**src/adc_result_pkg.sv**
```systemverilog
// Constants, carriers and decode helpers for the priority result and compare registers.
// Assumes one 200 MHz clock and a 32-bit AHB-Lite register bus with word-aligned registers.
//
// How it works
// Priority result keeps bits 9:2 in 15:8, bits 1:0 in 7:6; 5:2 read zero.
// Result-present flag in bit 0 sets on store, clears when low byte is read.
// Overrun flag in bit 1 sets when a result replaces a not-fully-read one.
// Reading the overrun flag clears it to zero.
// Software reading bytewise reads the upper byte first, then the lower byte.
// Software reads the result register with byte, halfword or word transfers.
// Two writable 10-bit compare values, upper 15:8, lower 7:6, rest zero, reset zero.
// Software changes a compare value only while its monitor enable is zero.
// Priority conversion suspends normal conversion, completes, stores, then normal resumes.
// Writes leave the result register and its flags untouched.
package adc_result_pkg;

  // Register byte offsets on the bus
  localparam logic [11:0] RESULT_OFFSET = 12'h000;
  localparam logic [11:0] COMPARE_A_OFFSET = 12'h004;
  localparam logic [11:0] COMPARE_B_OFFSET = 12'h008;

  // Field positions inside each 16-bit register
  localparam int VALUE_HI_MSB = 15;
  localparam int VALUE_HI_LSB = 8;
  localparam int VALUE_LO_MSB = 7;
  localparam int VALUE_LO_LSB = 6;
  localparam int OVERRUN_BIT = 1;
  localparam int PRESENT_BIT = 0;

  // Reset values
  localparam logic [9:0] RESULT_RESET = 10'h000;
  localparam logic [9:0] COMPARE_RESET = 10'h000;

  // AHB-Lite encodings
  localparam logic [1:0] HTRANS_NONSEQ = 2'h2;
  localparam logic [2:0] HSIZE_BYTE = 3'h0;
  localparam logic [2:0] HSIZE_HALF = 3'h1;
  localparam logic HRESP_OKAY = 1'h0;

  // Register selector for the data phase
  typedef enum logic [1:0] {
    SEL_NONE = 2'h0,
    SEL_RESULT = 2'h1,
    SEL_COMPARE_A = 2'h3,
    SEL_COMPARE_B = 2'h2
  } reg_sel_t;

  // Priority conversion sequencer states, Gray along idle-convert-resume
  typedef enum logic [1:0] {
    SEQ_IDLE = 2'h0,
    SEQ_CONVERT = 2'h1,
    SEQ_RESUME = 2'h3
  } seq_state_t;

  // Conversion result handed over by the converter core
  typedef struct packed {
    logic done;
    logic [9:0] value;
  } conv_result_t;

  // Latched write data phase
  typedef struct packed {
    logic write;
    reg_sel_t sel;
    logic [3:0] lanes;
  } data_phase_t;

  // Byte lanes touched by a transfer of the given size at the given address
  function automatic logic [3:0] byte_lanes(input logic [2:0] size, input logic [1:0] lsb);
    logic [3:0] lanes;
    lanes = 4'hf;
    if (size == HSIZE_BYTE) begin
      lanes = 4'h1 << lsb;
    end else if (size == HSIZE_HALF) begin
      lanes = lsb[1] ? 4'hc : 4'h3;
    end
    return lanes;
  endfunction

  // Map a byte address to a register
  function automatic reg_sel_t decode_reg(input logic [11:0] addr);
    reg_sel_t sel;
    sel = SEL_NONE;
    case ({addr[11:2], 2'h0})
      RESULT_OFFSET: sel = SEL_RESULT;
      COMPARE_A_OFFSET: sel = SEL_COMPARE_A;
      COMPARE_B_OFFSET: sel = SEL_COMPARE_B;
      default: sel = SEL_NONE;
    endcase
    return sel;
  endfunction

endpackage

```
**src/compare_value_reg.sv**
```systemverilog
// One 10-bit monitor compare value with byte-lane writes.
// Assumes the bus slave gives a one-cycle write strobe with lanes and data already aligned.
`timescale 1ns/1ps
`default_nettype none
module compare_value_reg (
  input wire logic clock,
  input wire logic resetn,
  input wire logic write_strobe,
  input wire logic [1:0] lanes,
  input wire logic [15:0] wdata,
  input wire logic monitor_enable,
  output logic [9:0] value_q
);

  typedef struct packed {
    logic [9:0] value;
  } cmp_state_t;

  cmp_state_t s_q;
  cmp_state_t s_d;

  // Writes are dropped while the monitor compares, so it never sees a half-updated threshold
  always_comb begin
    s_d = s_q;
    if (write_strobe && !monitor_enable) begin
      if (lanes[1]) begin
        s_d.value[9:2] = wdata[adc_result_pkg::VALUE_HI_MSB:adc_result_pkg::VALUE_HI_LSB];
      end
      if (lanes[0]) begin
        s_d.value[1:0] = wdata[adc_result_pkg::VALUE_LO_MSB:adc_result_pkg::VALUE_LO_LSB];
      end
    end
  end

  always_ff @(posedge clock) begin
    if (!resetn) begin
      s_q.value <= adc_result_pkg::COMPARE_RESET;
    end else begin
      s_q <= s_d;
    end
  end

  assign value_q = s_q.value;

endmodule
`default_nettype wire

```
**src/priority_sequencer.sv**
```systemverilog
// Suspends normal conversion around one top-priority conversion and resumes it afterwards.
// Assumes the converter core pulses done once per started priority conversion.
`timescale 1ns/1ps
`default_nettype none
module priority_sequencer (
  input wire logic clock,
  input wire logic resetn,
  input wire logic priority_trigger,
  input wire logic core_done,
  output logic normal_suspend_q,
  output logic priority_start_q,
  output logic normal_resume_q,
  output logic converting_q
);

  typedef struct packed {
    adc_result_pkg::seq_state_t state;
    logic suspend;
    logic start;
    logic resume;
  } seq_reg_t;

  seq_reg_t s_q;
  seq_reg_t s_d;

  // Triggers during a running priority conversion are ignored, there is only one result slot
  always_comb begin
    s_d = s_q;
    s_d.start = 1'b0;
    s_d.resume = 1'b0;
    unique case (s_q.state)
      adc_result_pkg::SEQ_IDLE: begin
        if (priority_trigger) begin
          s_d.state = adc_result_pkg::SEQ_CONVERT;
          s_d.suspend = 1'b1;
          s_d.start = 1'b1;
        end
      end
      adc_result_pkg::SEQ_CONVERT: begin
        if (core_done) begin
          s_d.state = adc_result_pkg::SEQ_RESUME;
          s_d.suspend = 1'b0;
          s_d.resume = 1'b1;
        end
      end
      adc_result_pkg::SEQ_RESUME: begin
        s_d.state = adc_result_pkg::SEQ_IDLE;
      end
      default: begin
        s_d.state = adc_result_pkg::SEQ_IDLE;
        s_d.suspend = 1'b0;
      end
    endcase
  end

  always_ff @(posedge clock) begin
    if (!resetn) begin
      s_q <= '0;
    end else begin
      s_q <= s_d;
    end
  end

  assign normal_suspend_q = s_q.suspend;
  assign priority_start_q = s_q.start;
  assign normal_resume_q = s_q.resume;
  assign converting_q = (s_q.state == adc_result_pkg::SEQ_CONVERT);

endmodule
`default_nettype wire

```
**src/adc_priority_result_regs.sv**
```systemverilog
// Top of the priority result and monitor compare register slice, with its AHB-Lite slave.
// Assumes converter core, trigger and monitor enables run on the same clock as the bus.
`timescale 1ns/1ps
`default_nettype none
module adc_priority_result_regs (
  input wire logic clock,
  input wire logic resetn,
  input wire logic hsel,
  input wire logic [11:0] haddr,
  input wire logic [1:0] htrans,
  input wire logic hwrite,
  input wire logic [2:0] hsize,
  input wire logic [31:0] hwdata,
  input wire logic hready,
  output logic [31:0] hrdata,
  output logic hreadyout,
  output logic hresp,
  input wire logic priority_trigger,
  input wire logic core_done,
  input wire logic [9:0] core_value,
  input wire logic monitor_enable_a,
  input wire logic monitor_enable_b,
  output logic normal_suspend,
  output logic priority_start,
  output logic normal_resume,
  output logic [9:0] compare_value_a,
  output logic [9:0] compare_value_b,
  output logic priority_result_present_flag,
  output logic priority_overrun_flag
);

  // Whole state of the slave and the result register
  typedef struct packed {
    logic [9:0] result;
    logic present;
    logic overrun;
    logic upper_unread;
    adc_result_pkg::data_phase_t dp;
    logic [31:0] rdata;
    logic ready;
  } top_state_t;

  top_state_t s_q;
  top_state_t s_d;

  logic accept;
  logic read_access;
  adc_result_pkg::reg_sel_t sel;
  logic [3:0] lanes;
  logic converting;
  logic store;
  logic clear_low;
  logic clear_high;
  logic [15:0] result_view;
  logic [9:0] cmp_a;
  logic [9:0] cmp_b;
  logic write_a;
  logic write_b;
  adc_result_pkg::conv_result_t conv;

  // Address phase decode; the slave never stalls so hready is always ours
  assign accept = hsel && (htrans == adc_result_pkg::HTRANS_NONSEQ) && hready;
  assign read_access = accept && !hwrite;
  assign sel = adc_result_pkg::decode_reg(haddr);
  assign lanes = adc_result_pkg::byte_lanes(hsize, haddr[1:0]);

  // Results only count while a priority conversion is actually running
  assign conv.done = core_done;
  assign conv.value = core_value;
  assign store = conv.done && converting;

  // Read side effects: the low byte carries both flags and the two low result bits
  assign clear_low = read_access && (sel == adc_result_pkg::SEL_RESULT) && lanes[0];
  assign clear_high = read_access && (sel == adc_result_pkg::SEL_RESULT) && lanes[1];

  // Register view of the result, reserved bits tied low
  always_comb begin
    result_view = 16'h0000;
    result_view[adc_result_pkg::VALUE_HI_MSB:adc_result_pkg::VALUE_HI_LSB] = s_q.result[9:2];
    result_view[adc_result_pkg::VALUE_LO_MSB:adc_result_pkg::VALUE_LO_LSB] = s_q.result[1:0];
    result_view[adc_result_pkg::OVERRUN_BIT] = s_q.overrun;
    result_view[adc_result_pkg::PRESENT_BIT] = s_q.present;
  end

  // Next state: read data is sampled in the address phase so side effects and data agree
  always_comb begin
    s_d = s_q;
    s_d.ready = 1'b1;
    s_d.dp.write = accept && hwrite;
    s_d.dp.sel = sel;
    s_d.dp.lanes = lanes;
    if (read_access) begin
      unique case (sel)
        adc_result_pkg::SEL_RESULT: s_d.rdata = {16'h0000, result_view};
        adc_result_pkg::SEL_COMPARE_A: s_d.rdata = {16'h0000, cmp_a, 6'h00};
        adc_result_pkg::SEL_COMPARE_B: s_d.rdata = {16'h0000, cmp_b, 6'h00};
        adc_result_pkg::SEL_NONE: s_d.rdata = 32'h0000_0000;
      endcase
    end
    // Clears first, then a same-cycle store wins over them
    if (clear_low) begin
      s_d.present = 1'b0;
      s_d.overrun = 1'b0;
    end
    if (clear_high) begin
      s_d.upper_unread = 1'b0;
    end
    if (store) begin
      s_d.result = conv.value;
      s_d.present = 1'b1;
      s_d.upper_unread = 1'b1;
      if (s_q.present || s_q.upper_unread) begin
        s_d.overrun = 1'b1;
      end
    end
    // Writes to the result register fall through with no effect
  end

  always_ff @(posedge clock) begin
    if (!resetn) begin
      s_q.result <= adc_result_pkg::RESULT_RESET;
      s_q.present <= 1'b0;
      s_q.overrun <= 1'b0;
      s_q.upper_unread <= 1'b0;
      s_q.dp <= '0;
      s_q.rdata <= 32'h0000_0000;
      s_q.ready <= 1'b1;
    end else begin
      s_q <= s_d;
    end
  end

  // Data phase write strobes; only the two compare registers take writes
  assign write_a = s_q.dp.write && (s_q.dp.sel == adc_result_pkg::SEL_COMPARE_A);
  assign write_b = s_q.dp.write && (s_q.dp.sel == adc_result_pkg::SEL_COMPARE_B);

  // Compare value A, frozen while monitor A runs
  compare_value_reg u_cmp_a (
    .clock(clock),
    .resetn(resetn),
    .write_strobe(write_a),
    .lanes(s_q.dp.lanes[1:0]),
    .wdata(hwdata[15:0]),
    .monitor_enable(monitor_enable_a),
    .value_q(cmp_a)
  );

  // Compare value B, frozen while monitor B runs
  compare_value_reg u_cmp_b (
    .clock(clock),
    .resetn(resetn),
    .write_strobe(write_b),
    .lanes(s_q.dp.lanes[1:0]),
    .wdata(hwdata[15:0]),
    .monitor_enable(monitor_enable_b),
    .value_q(cmp_b)
  );

  // Suspend and resume of normal conversion around a priority one
  priority_sequencer u_seq (
    .clock(clock),
    .resetn(resetn),
    .priority_trigger(priority_trigger),
    .core_done(core_done),
    .normal_suspend_q(normal_suspend),
    .priority_start_q(priority_start),
    .normal_resume_q(normal_resume),
    .converting_q(converting)
  );

  // Outputs straight from flops, hresp tied to OKAY
  assign hrdata = s_q.rdata;
  assign hreadyout = s_q.ready;
  assign hresp = adc_result_pkg::HRESP_OKAY;
  assign compare_value_a = cmp_a;
  assign compare_value_b = cmp_b;
  assign priority_result_present_flag = s_q.present;
  assign priority_overrun_flag = s_q.overrun;
endmodule
`default_nettype wire

```
**config.mk**
```make
export PLATFORM = sky130hd
export DESIGN_NAME = adc_priority_result_regs
export DESIGN_NICKNAME = d
export VERILOG_FILES = /design/src/adc_result_pkg.sv /design/src/compare_value_reg.sv /design/src/priority_sequencer.sv /design/src/adc_priority_result_regs.sv
export SDC_FILE = /design/constraint.sdc
export NUM_CORES = 1
export LEC_CHECK = 0
export CAP_MARGIN = 40
export CORE_MARGIN = 1
export CORE_UTILIZATION = 35
export DETAILED_ROUTE_END_ITERATION = 8
export DONT_BUFFER_PORTS = 1
export GPL_TIMING_DRIVEN = 0
export MAX_ROUTING_LAYER = met4
export PLACE_DENSITY = 0.52
export SLEW_MARGIN = 10
export SYNTH_ARGS = -nofsm -noshare
export SYNTH_HDL_FRONTEND = slang
export SYNTH_SLANG_ARGS = --single-unit
export TNS_END_PERCENT = 1
```
**constraint.sdc**
```tcl
create_clock -name clock -period 4.1 [get_ports clock]
set_clock_uncertainty 0.05 [all_clocks]
set_input_delay 0.205 -clock clock [delete_from_list [all_inputs] [get_ports clock]]
set_output_delay 0.205 -clock clock [all_outputs]
set_load 0.05 [all_outputs]
```
==> summary.md, run 1 <==
| Metric | Value |
|---|---|
| Clk_lat worst skew | 310 ps |
| Grt total ovfl | 0 |
| Worst endpoint required time | 4280 ps |
| Seq/Total Area, Yosys | 43.4% |
| Area Overhead vs Synth | 18.1% |
| Number of CTS-inserted buffers | 5 |
| Clk sinks | 55 |
| Post-route ant nets | 0 |
| Clock buffer depth | 2 |
| Cells after Synth | 293 |
| RSZ-0062 raised after global routing | false |
| Global placement routability congestion | 0.784 |
| Worst Reg2Reg Path Length in Cells | 5 |
| Outcome | finished, violations left |
| Worst hold path class | input pin to register |
| Max Clock Freq | 639 MHz |
| Syn Area/Cell | 8.66 µm² |
| Die height | 87.2 µm |
| Via count | 1942 |
| Chip width | 87.2 µm |
| Fillers | 740 |
| DRC | 0 |
| Final nets | 406 |
| Final Non-Filler Cells | 435 |
| Setup Viol. Count Final | 0 |
| First-pass DRT Iterations | 4 |
| Routed WL | 5.96 mm |
| Failing checks | hold timing |
| Min-Delay Path Depth | 2 |
| Core Area | 6910 µm² |
| Pin count of the biggest net entering global routing | 17 |
| IO Port Bufs | 0 |
| MaxCap Viol Count | 0 |
| DR iter-0 viols | 64 |
| Post-CTS setup buffers | 0 |
| Die area | 7600 µm² |
| Post-synth cell types | 30 |
| Clock Pin Slew Worst Setup and Hold Paths | 90 ps |
| Setup_tns | 0 ps |
| Pre-CTS setup slack | 2320 ps |
| Tmin final | 1560 ps |
| Tot GR Track Use | 16.6% |
| Setup ws final | 2540 ps |
| Slew @ Worst Pin | 587 ps |
| Synth warn | 0 |
| TritonCTS clock tree | yes |
| Peak supply drop | 0.182 mV |
| Final Cycle Share | 38.2% |
| Placed cell count | 409 |
| Final hold vios | 1 |
| Register area | 1100 µm² |
| # rows | 30 |
| Share of cells above drive strength 1 | 16.8% |
| Ranking of synthesized cells by area | dfxtp_1, buf_4, nand2_1, o21ai_0, a21boi_0 |
| Yosys top cell by area | dfxtp_1 |
| IO Pins | 127 |
| Synth top area share | 43.4% |
| CP max FO | 10 |
| Slowest stage delay, CP | 380 ps |
| Starting Density | 36.8% |
| Static leakage | 1.20 nW |
| # diodes | 0 |
| Routed vias/inst | 4.46 |
| Worst EP arrival | 1750 ps |
| Max Slew Vio Count | 0 |
| Synthesized area | 2540 µm² |
| Hold_ws | -0.275 ps |
| Area of the multi-input gates | 1190 µm² |
| Slowest cell on crit path | clkbuf_1 |
| Critical path type | register to register |
| Hpwl dp | 4.61 mm |
| Vias in the first global route | 1821 |
| #FFs+latches synth | 55 |
| Initial antenna violation count | 0 |
| Clk root buf | clkbuf_8 |
| CP startpoint kind | register |
| Pwr dens | 331 nW/µm² |
| First-pass GRT wire length | 9.26 mm |
| Wirelength per Cell | 13.7 µm |
| Worst-path cell chain | nand2b_1 > nor2_1 > clkbuf_1 > nand2_1 > a21boi_0 |
| CP endpoint kind | register |
| Max H-tree Level | 2 |
| Slew HR | 60.7% |
==> layout by cell type, fill, tap and decap left out, drive strengths merged, types with 4 or more instances in the layout <==
cell / count
and2: 5
a31oi: 14
dlygate4sd3: 18
conb: 22
dfxtp: 55
clkbuf: 18
a21boi: 20
o21ai: 27
nand2b: 4
nor2: 13
buf: 37
nor2b: 11
nand2: 56
mux2: 10
mux2i: 10
==> per-layer routing <==
metal	track usage (%)	wire [µm]	part of all wire [%]
met5	-	0	0
met4	4.77	88	1.5
met3	4.93	573	9.6
met2	25.2	2620	44
met1	21.4	2670	45
==> worst paths after layout <==
| kind | end | slack (ps) | from |
|---|---|---|---|
| hold reg to reg | result_view[8] | 420 | result_view[8] |
| hold / removal | result_view[14] | -0.3 | core_value[8] |
| setup reg to reg | result_view[10] | 2540 | u_seq.s_q[4] |
| setup / recovery | result_view[10] | 2540 | u_seq.s_q[4] |
==> flip-flops by register name (all words and copies together) (netlist names) <==
signal	flops
priority_result_present_flag	1
result_view	10
u_seq.normal_suspend_q	1
u_seq.priority_start_q	1
s_q	6
u_cmp_a.value_q	10
u_seq.s_q	2
priority_overrun_flag	1
u_cmp_b.value_q	10
u_seq.normal_resume_q	1
hrdata	12
==> timing repair <==
item	4_1_cts	5_1_grt
hold buffers	18	0
endpoints found under the hold margin	19	0
resized for setup	0	0
==> where the power goes <==
group          switching, mW  internal, mW  leakage, nW  total, mW
logic                 0.0843        0.0492        0.717      0.134
clock network          0.177         0.120       0.0412      0.297
registers             0.0168         0.546        0.446      0.563
==> synthesized netlist by cell type (all sizes together) <==
library cell   n
nand2         56
dfxtp         55
buf           37
o21ai         27
a21boi        20
a31oi         14
nor2          13
clkbuf        12
nor2b         11
mux2          10
mux2i         10
and2           5
nand2b         4
conb           2
nand3          2
nand3b         2
nor3           2
o22ai          2
or4            2
and3b          1
inv            1
nand4b         1
nor3b          1
nor4b          1
nor4bb         1
xor2           1
==> cell type report <==
cell class | instances | area share (%)
plain buffers | 49 | 10.5
clock buffers | 6 | 2.42
clock inverters | 2 | 0.417
inverters | 1 | 0.125
multi-input cells | 208 | 39.8
flip-flops and latches | 55 | 36.7
well taps | 96 | 4.00
repair buffers | 18 | 6.01
==> cells by family after synthesis <==
kind of cell,Yosys count,share of synthesized area (%)
AOI/OAI and AO/OA,63,15.2
and+or+nand+nor,102,19.9
other,2,0.296
buffers and inverters,50,12.5
xor gates and xnor gates,1,0.345
muxes,20,8.38
DFF,55,43.4
==> per-stage QoR <==
step	cell area, µm²	util (%)	power (mW)
detailed placement	2730	39.6	0.694
floorplan	2610	-	0.681
global route	3000	43.4	1.03
finish	3000	43.4	0.993
global placement	2730	39.6	0.694
CTS	3000	43.4	1.00
==> worst max-delay path, delay by kind of cell, from the launching register on <==
kind            cells  cell delay, ps
compound gates      1             150
buf+inv             1             380
flops               1             350
simple gates        3             560
No activity file was read; power rests on OpenSTA's default activity.
==> run 2, diff against run 1 <==
--- a/config.mk
+++ b/config.mk
@@ -12,7 +12,7 @@
 export DONT_BUFFER_PORTS = 1
 export GPL_TIMING_DRIVEN = 0
 export MAX_ROUTING_LAYER = met4
-export PLACE_DENSITY = 0.52
+export PLACE_DENSITY = 0.54
 export SLEW_MARGIN = 10
 export SYNTH_ARGS = -nofsm -noshare
 export SYNTH_HDL_FRONTEND = slang
==> constraint.sdc (replaced) <==
create_clock -name clock -period 1.3 [get_ports clock]
set_clock_uncertainty 0.05 [all_clocks]
set_input_delay 0.065 -clock clock [delete_from_list [all_inputs] [get_ports clock]]
set_output_delay 0.065 -clock clock [all_outputs]
set_load 0.05 [all_outputs]
==> run 2 against run 1 <==
Compared with the run above: the flow still finishes with violations (hold timing); hold slack worse by 120 ps; non-clock buffer count increased by 10; first-iteration DRC count is 53% higher; via count up 4.0%; power rose to 3.3 times the previous value; die area unchanged; sequential power grew to 3.2 times the previous value; cell count up 2.3%; design area grew 6.4%; critical path depth is 2 lower; critical endpoint is now hrdata[13].
==> summary.md, run 2 (synthesis gave the netlist of run 1 again) <==
| Metric | Value |
|---|---|
| R2R setup slack | 30 ps |
| Clk sinks | 55 |
| Max Clock Freq | 790 MHz |
| Routed vias/inst | 4.54 |
| Vias in the first global route | 1758 |
| Via count | 2020 |
| Hold path startpoint | haddr[3] |
| Share of cells above drive strength 1 | 23.5% |
| DR iter-0 viols | 98 |
| First-pass GRT wire length | 9.56 mm |
| R2r startpoint | u_cmp_a.value_q[7] |
| Starting Density | 36.8% |
| Pwr dens | 1020 nW/µm² |
| Failing checks | hold timing |
| Hold_ws | -120 ps |
| Slew HR | 61.7% |
| Worst EP arrival | 1460 ps |
| Die area | 7600 µm² |
| Pin count of the biggest net entering global routing | 16 |
| Final Cycle Share | 97.4% |
| Final hold vios | 2 |
| Number of CTS-inserted buffers | 5 |
| Critical R2R Capture | hrdata[13] |
| First-pass DRT Iterations | 4 |
| Wirelength per Cell | 13.8 µm |
| Critical path type | register to register |
| Hold path endpoint | s_q[38] |
| Die height | 87.2 µm |
| Global placement routability congestion | 0.740 |
| Worst endpoint required time | 1490 ps |
| # rows | 30 |
| Tot GR Track Use | 17.4% |
| Commonest non-fill, non-tap cell in the layout | nand2_1 |
| CP startpoint kind | register |
| Setup Viol. Count Final | 0 |
| Final nets | 416 |
| IO Port Bufs | 0 |
| Max H-tree Level | 2 |
| CP max FO | 3 |
| Outcome | finished, violations left |
| Max Slew Vio Count | 0 |
| Grt total ovfl | 0 |
| IO Pins | 127 |
| Tmin final | 1270 ps |
| Clock Pin Slew Worst Setup and Hold Paths | 100 ps |
| Initial antenna violation count | 0 |
| Commonest non-fill, non-tap cells in the layout | nand2_1, dfxtp_1, buf_4 |
| Clk root buf | clkbuf_8 |
| CP endpoint kind | register |
| Routed WL | 6.16 mm |
| Area Overhead vs Synth | 25.7% |
| RSZ-0062 raised after global routing | false |
| Chip width | 87.2 µm |
| Clock buffer depth | 2 |
| Post-route ant nets | 0 |
| Worst Reg2Reg Path Length in Cells | 3 |
| Worst hold path class | input pin to register |
| Static leakage | 1.30 nW |
| Slew @ Worst Pin | 573 ps |
| Total power | 3.26 mW |
| Hpwl dp | 4.67 mm |
| TritonCTS clock tree | yes |
| Peak supply drop | 0.453 mV |
| Fillers | 718 |
| Core Area | 6910 µm² |
| MaxCap Viol Count | 0 |
| Max reg flops | 12 |
| DRC | 0 |
| # diodes | 0 |
| Clk_lat worst skew | 300 ps |
| Min-Delay Path Depth | 3 |
run 2: area by class of cell:
type | count | area, µm² | share of cell area (%)
buffer | 49 | 334 | 10.5
clock buffer | 8 | 100 | 3.14
inverter | 1 | 3.75 | 0.118
multi-input combinational | 208 | 1240 | 38.8
sequential | 55 | 1120 | 35.1
tap | 96 | 120 | 3.76
timing repair buffer | 28 | 275 | 8.63
run 2: timing repair:
action,4_1_cts,5_1_grt
buffers inserted,1,1
pin swaps,1,1
gates resized for setup,12,23
hold buffers,25,1
setup endpoints to repair,38,34
endpoints found under the hold margin,38,5
run 2: metrics by stage:
stage / setup TNS [ps] / std cells / setup slack [ps] / util (%) / instance area, µm²
after floorplan: -1150 / 313 / -111 / - / 2610
after global placement: -8920 / 409 / -358 / 39.6 / 2730
after detailed placement: -9320 / 409 / -358 / 39.6 / 2730
after CTS: 0 / 443 / 4.60 / 45.2 / 3120
after global routing: 0 / 445 / 2.79 / 46.2 / 3190
final: 0 / 445 / 33.7 / 46.2 / 3190
run 2: worst max-delay path, stage by stage (launching register included):
cell and delay (ps):
dfxtp_1 670, mux2_2 260, nand2_1 80, a31oi_1 160
run 2: power by group:
group          switching (mW)  internal [mW]  total [mW]  leakage [nW]
logic                   0.280          0.180       0.459         0.795
registers              0.0557           1.72        1.78         0.452
clock network           0.538          0.488        1.03        0.0515
total                   0.874           2.39        3.26          1.30
run 2: worst max path at each step:
| stage | slack, ps | endpoint | from | cells past startpoint |
|---|---|---|---|---|
| CTS | 5 | hrdata[7] | u_cmp_a.value_q[1] | 3 |
| detailed placement | -360 | hrdata[7] | haddr[4] | 4 |
| global placement | -360 | hrdata[11] | haddr[4] | 4 |
| floorplan | -110 | hrdata[10] | haddr[4] | 4 |
| finish | 30 | hrdata[13] | u_cmp_a.value_q[7] | 3 |
| global route | 3 | hrdata[13] | u_cmp_a.value_q[7] | 3 |
run 2: metal layers:
metal | track usage, % | up-vias | wire length (µm)
li1 | - | 1038 | -
met1 | 21.8 | 892 | 2760
met2 | 26.8 | 83 | 2800
met3 | 5.40 | 7 | 502
met4 | 5.37 | 0 | 99
met5 | - | - | 0
==> run 3, diff against run 2 <==
--- a/config.mk
+++ b/config.mk
@@ -5,6 +5,7 @@
 export SDC_FILE = /design/constraint.sdc
 export NUM_CORES = 1
 export LEC_CHECK = 0
+export ABC_AREA = 1
 export CAP_MARGIN = 40
 export CORE_MARGIN = 1
 export CORE_UTILIZATION = 35
==> run 3 against run 2 <==
Compared with the run above: the run still ends with hold timing left; cell count is 13% higher; combinational power is 6.3% higher; die area is 0.81% lower; setup slack better by 3.1 ps; area after synthesis is 0.84% lower; non-clock buffer count is 4 higher; power is 2.9% higher.
==> summary.md, run 3 <==
| Metric | Value |
|---|---|
| Outcome | finished, violations left |
| Failing checks | hold timing |
| Post-synth cell types | 20 |
| Seq/Total Area, Yosys | 43.7% |
| Area Overhead vs Synth | 26.4% |
| Yosys top cell by area | dfxtp_1 |
| Min-Delay Path Depth | 4 |
| Sequential share of power | 53.7% |
| IO Port Bufs | 0 |
| Tot GR Track Use | 18.7% |
| R2R setup slack | 70 ps |
| Pwr dens | 1060 nW/µm² |
| Core Area | 6870 µm² |
| Top FF cell, synth | dfxtp_1 |
| Slew @ Worst Pin | 577 ps |
| Routed WL | 6.61 mm |
| Slowest cell on crit path | dlygate4sd3_1 |
| Worst-path cell chain | dlygate4sd3_1 > nand2_1 > nand2_1 > dlygate4sd3_1 > nand2_1 > inv_1 |
| Crit-path leading delay family | buffers and inverters |
| Async S/R FF share, synth | 0% |
| Wirelength per Cell | 13.1 µm |
| Post-route ant nets | 0 |
| Syn Area/Cell | 7.25 µm² |
| Top post-synthesis cells by count | nand2_1, dfxtp_1, nand3_1, nor2_1, buf_4 |
| IO Pins | 127 |
| DRC | 0 |
| Via count | 2245 |
| Starting Density | 36.6% |
| Die height | 86.8 µm |
| NetSw | 0.967 mW |
| Critical path type | input pin to register |
| Fin area | 3180 µm² |
| Synth top area share | 43.7% |
| Clock Pin Slew Worst Setup and Hold Paths | 100 ps |
| Clk_lat worst skew | 320 ps |
| Pin count of the biggest net entering global routing | 17 |
| Routed vias/inst | 4.45 |
| Synth warn | 0 |
| Logic pwr share | 14.5% |
| Worst hold path class | input pin to register |
| Clock buffer depth | 2 |
| MaxCap Viol Count | 0 |
| DR iter-0 viols | 108 |
| Clock power frac | 31.8% |
| Worst EP arrival | 1430 ps |
| Number of flops mapped to enable cells by yosys | 0 |
| # rows | 30 |
| Share of cells above drive strength 1 | 17.6% |
| Fillers | 727 |
| Worst setup path end | s_q[34] |
| First-pass GRT wire length | 10.3 mm |
| Static leakage | 1.34 nW |
| Count leader, synth | nand2_1 |
| CP max FO | 2 |
| Synthesized area | 2520 µm² |
| TritonCTS clock tree | yes |
| Final nets | 475 |
| Worst endpoint required time | 1470 ps |
| #FFs+latches synth | 55 |
| Max Slew Vio Count | 0 |
| Commonest non-fill, non-tap cell in the layout | nand2_1 |
| Grt total ovfl | 0 |
| Hold path startpoint | monitor_enable_a |
| Slew HR | 61.5% |
| CP endpoint kind | register |
| Number of CTS-inserted buffers | 5 |
| Hold_ws | -1.01 ps |
| CP Launch Point | haddr[0] |
| Total power | 3.36 mW |
| Setup Viol. Count Final | 0 |
| Chip width | 86.8 µm |
| Worst Reg2Reg Path Length in Cells | 5 |
| Peak supply drop | 0.716 mV |
| Hpwl dp | 4.89 mm |
| Critical R2R Capture | u_cmp_b.value_q[9] |
| Commonest non-fill, non-tap cells in the layout | nand2_1, dfxtp_1, nand3_1 |
| Worst path depth | 6 |
| CP dominant cell by count | nand2_1 |
| Clk sinks | 55 |
| Vias in the first global route | 2011 |
| Buf/Inv on CP | 3 |
| Initial antenna violation count | 0 |
| RSZ-0062 raised after global routing | true |
| Clk root buf | clkbuf_8 |
| Cells after Synth | 347 |
| Die area | 7540 µm² |
| R2r startpoint | s_q[37] |
| Placed Area | 2710 µm² |
| Slowest stage delay, CP | 590 ps |
| Max reg flops | 12 |
| Ranking of synthesized cells by area | dfxtp_1, buf_4, nand2_1, nand3_1, a21oi_1 |
| Tmin final | 1260 ps |
| Final Cycle Share | 97.2% |
| Max H-tree Level | 2 |
| Fraction of power spent switching nets | 28.8% |
| Max Clock Freq | 792 MHz |
| Setup_tns | 0 ps |
| Int Pwr | 2.39 mW |
| CP startpoint kind | input pin |
| First-pass DRT Iterations | 4 |
| Final hold vios | 1 |
| Global placement routability congestion | 0.845 |
| # diodes | 0 |
## run 3: cell count changes after synthesis, moves of 5 or more
cell and change:
mux2_2 -10, and2_1 -5, o21ai_1 +10, nand3_1 +39, clkbuf_1 -7, inv_1 +25
a31oi_1 -14, a21boi_1 -5, a21oi_1 +31, mux2i_1 -10, a21boi_0 -15, buf_2 +5
nor2b_1 -11, nor2_1 +25
## run 3: kinds of logic (layout without fill, tap and decap cells)
family          count (synthesis)  after routing  synth area share, %
buf+inv                        78            119                 17.5
compound gates                 65             65                 13.0
simple gates                  147            147                 25.4
other cells                     2             22                0.298
flops                          55             55                 43.7
## run 3: per-stage QoR
stage	worst slack, ps	std cells	utilization (%)
after CTS	2.37	504	45.9
final	36.8	504	46.3
after global placement	-87.4	463	39.5
after floorplan	129	367	-
after global routing	-7.75	504	46.3
after detailed placement	-104	463	39.5
## run 3: cell type report
cell class,count,area [µm²],area share (%)
Timing Repair Buffer,33,328,10.3
Buffer,48,342,10.7
Inverter,30,113,3.54
Sequential cell,55,1100,34.7
Tap cell,96,120,3.77
Multi-Input combinational cell,234,1070,33.7
Clock buffer,7,96.3,3.03
Clock inverter,1,7.51,0.236
## run 3: worst min-delay path by stage
| stage | to |
|---|---|
| 6_report | u_cmp_a.value_q[6] |
| 5_1_grt | s_q[38] |
| 4_1_cts | s_q[40] |
| 3_5_place_dp | s_q[39] |
| 3_3_place_gp | s_q[39] |
| 2_1_floorplan | s_q[39] |
## run 3: power by group through the flow
stage	logic (mW)	clock network (mW)	registers, mW
after floorplan	0.357	0	1.83
after global placement	0.396	0	1.84
after detailed placement	0.399	0	1.84
after CTS	0.483	1.09	1.80
after global routing	0.532	1.14	1.81
final	0.488	1.07	1.80
## run 3: repair_timing
item	4_1_cts	5_1_grt
buffers inserted	1	0
setup endpoints to repair	10	35
hold buffers	32	0
gates resized for setup	3	13
endpoints found under the hold margin	45	0
pin swaps	1	2
## run 3: tightest hold or removal path: stages
cell     delay, ps
nor2_4          20
nand2_2         70
o21ai_0         70
a21oi_1        100
## run 3: per-layer routing
layer,part of all wire (%),global-route usage [%]
met5,0,-
met4,2.0,7.27
met3,6.3,4.29
met1,46,23.4
met2,46,29.3
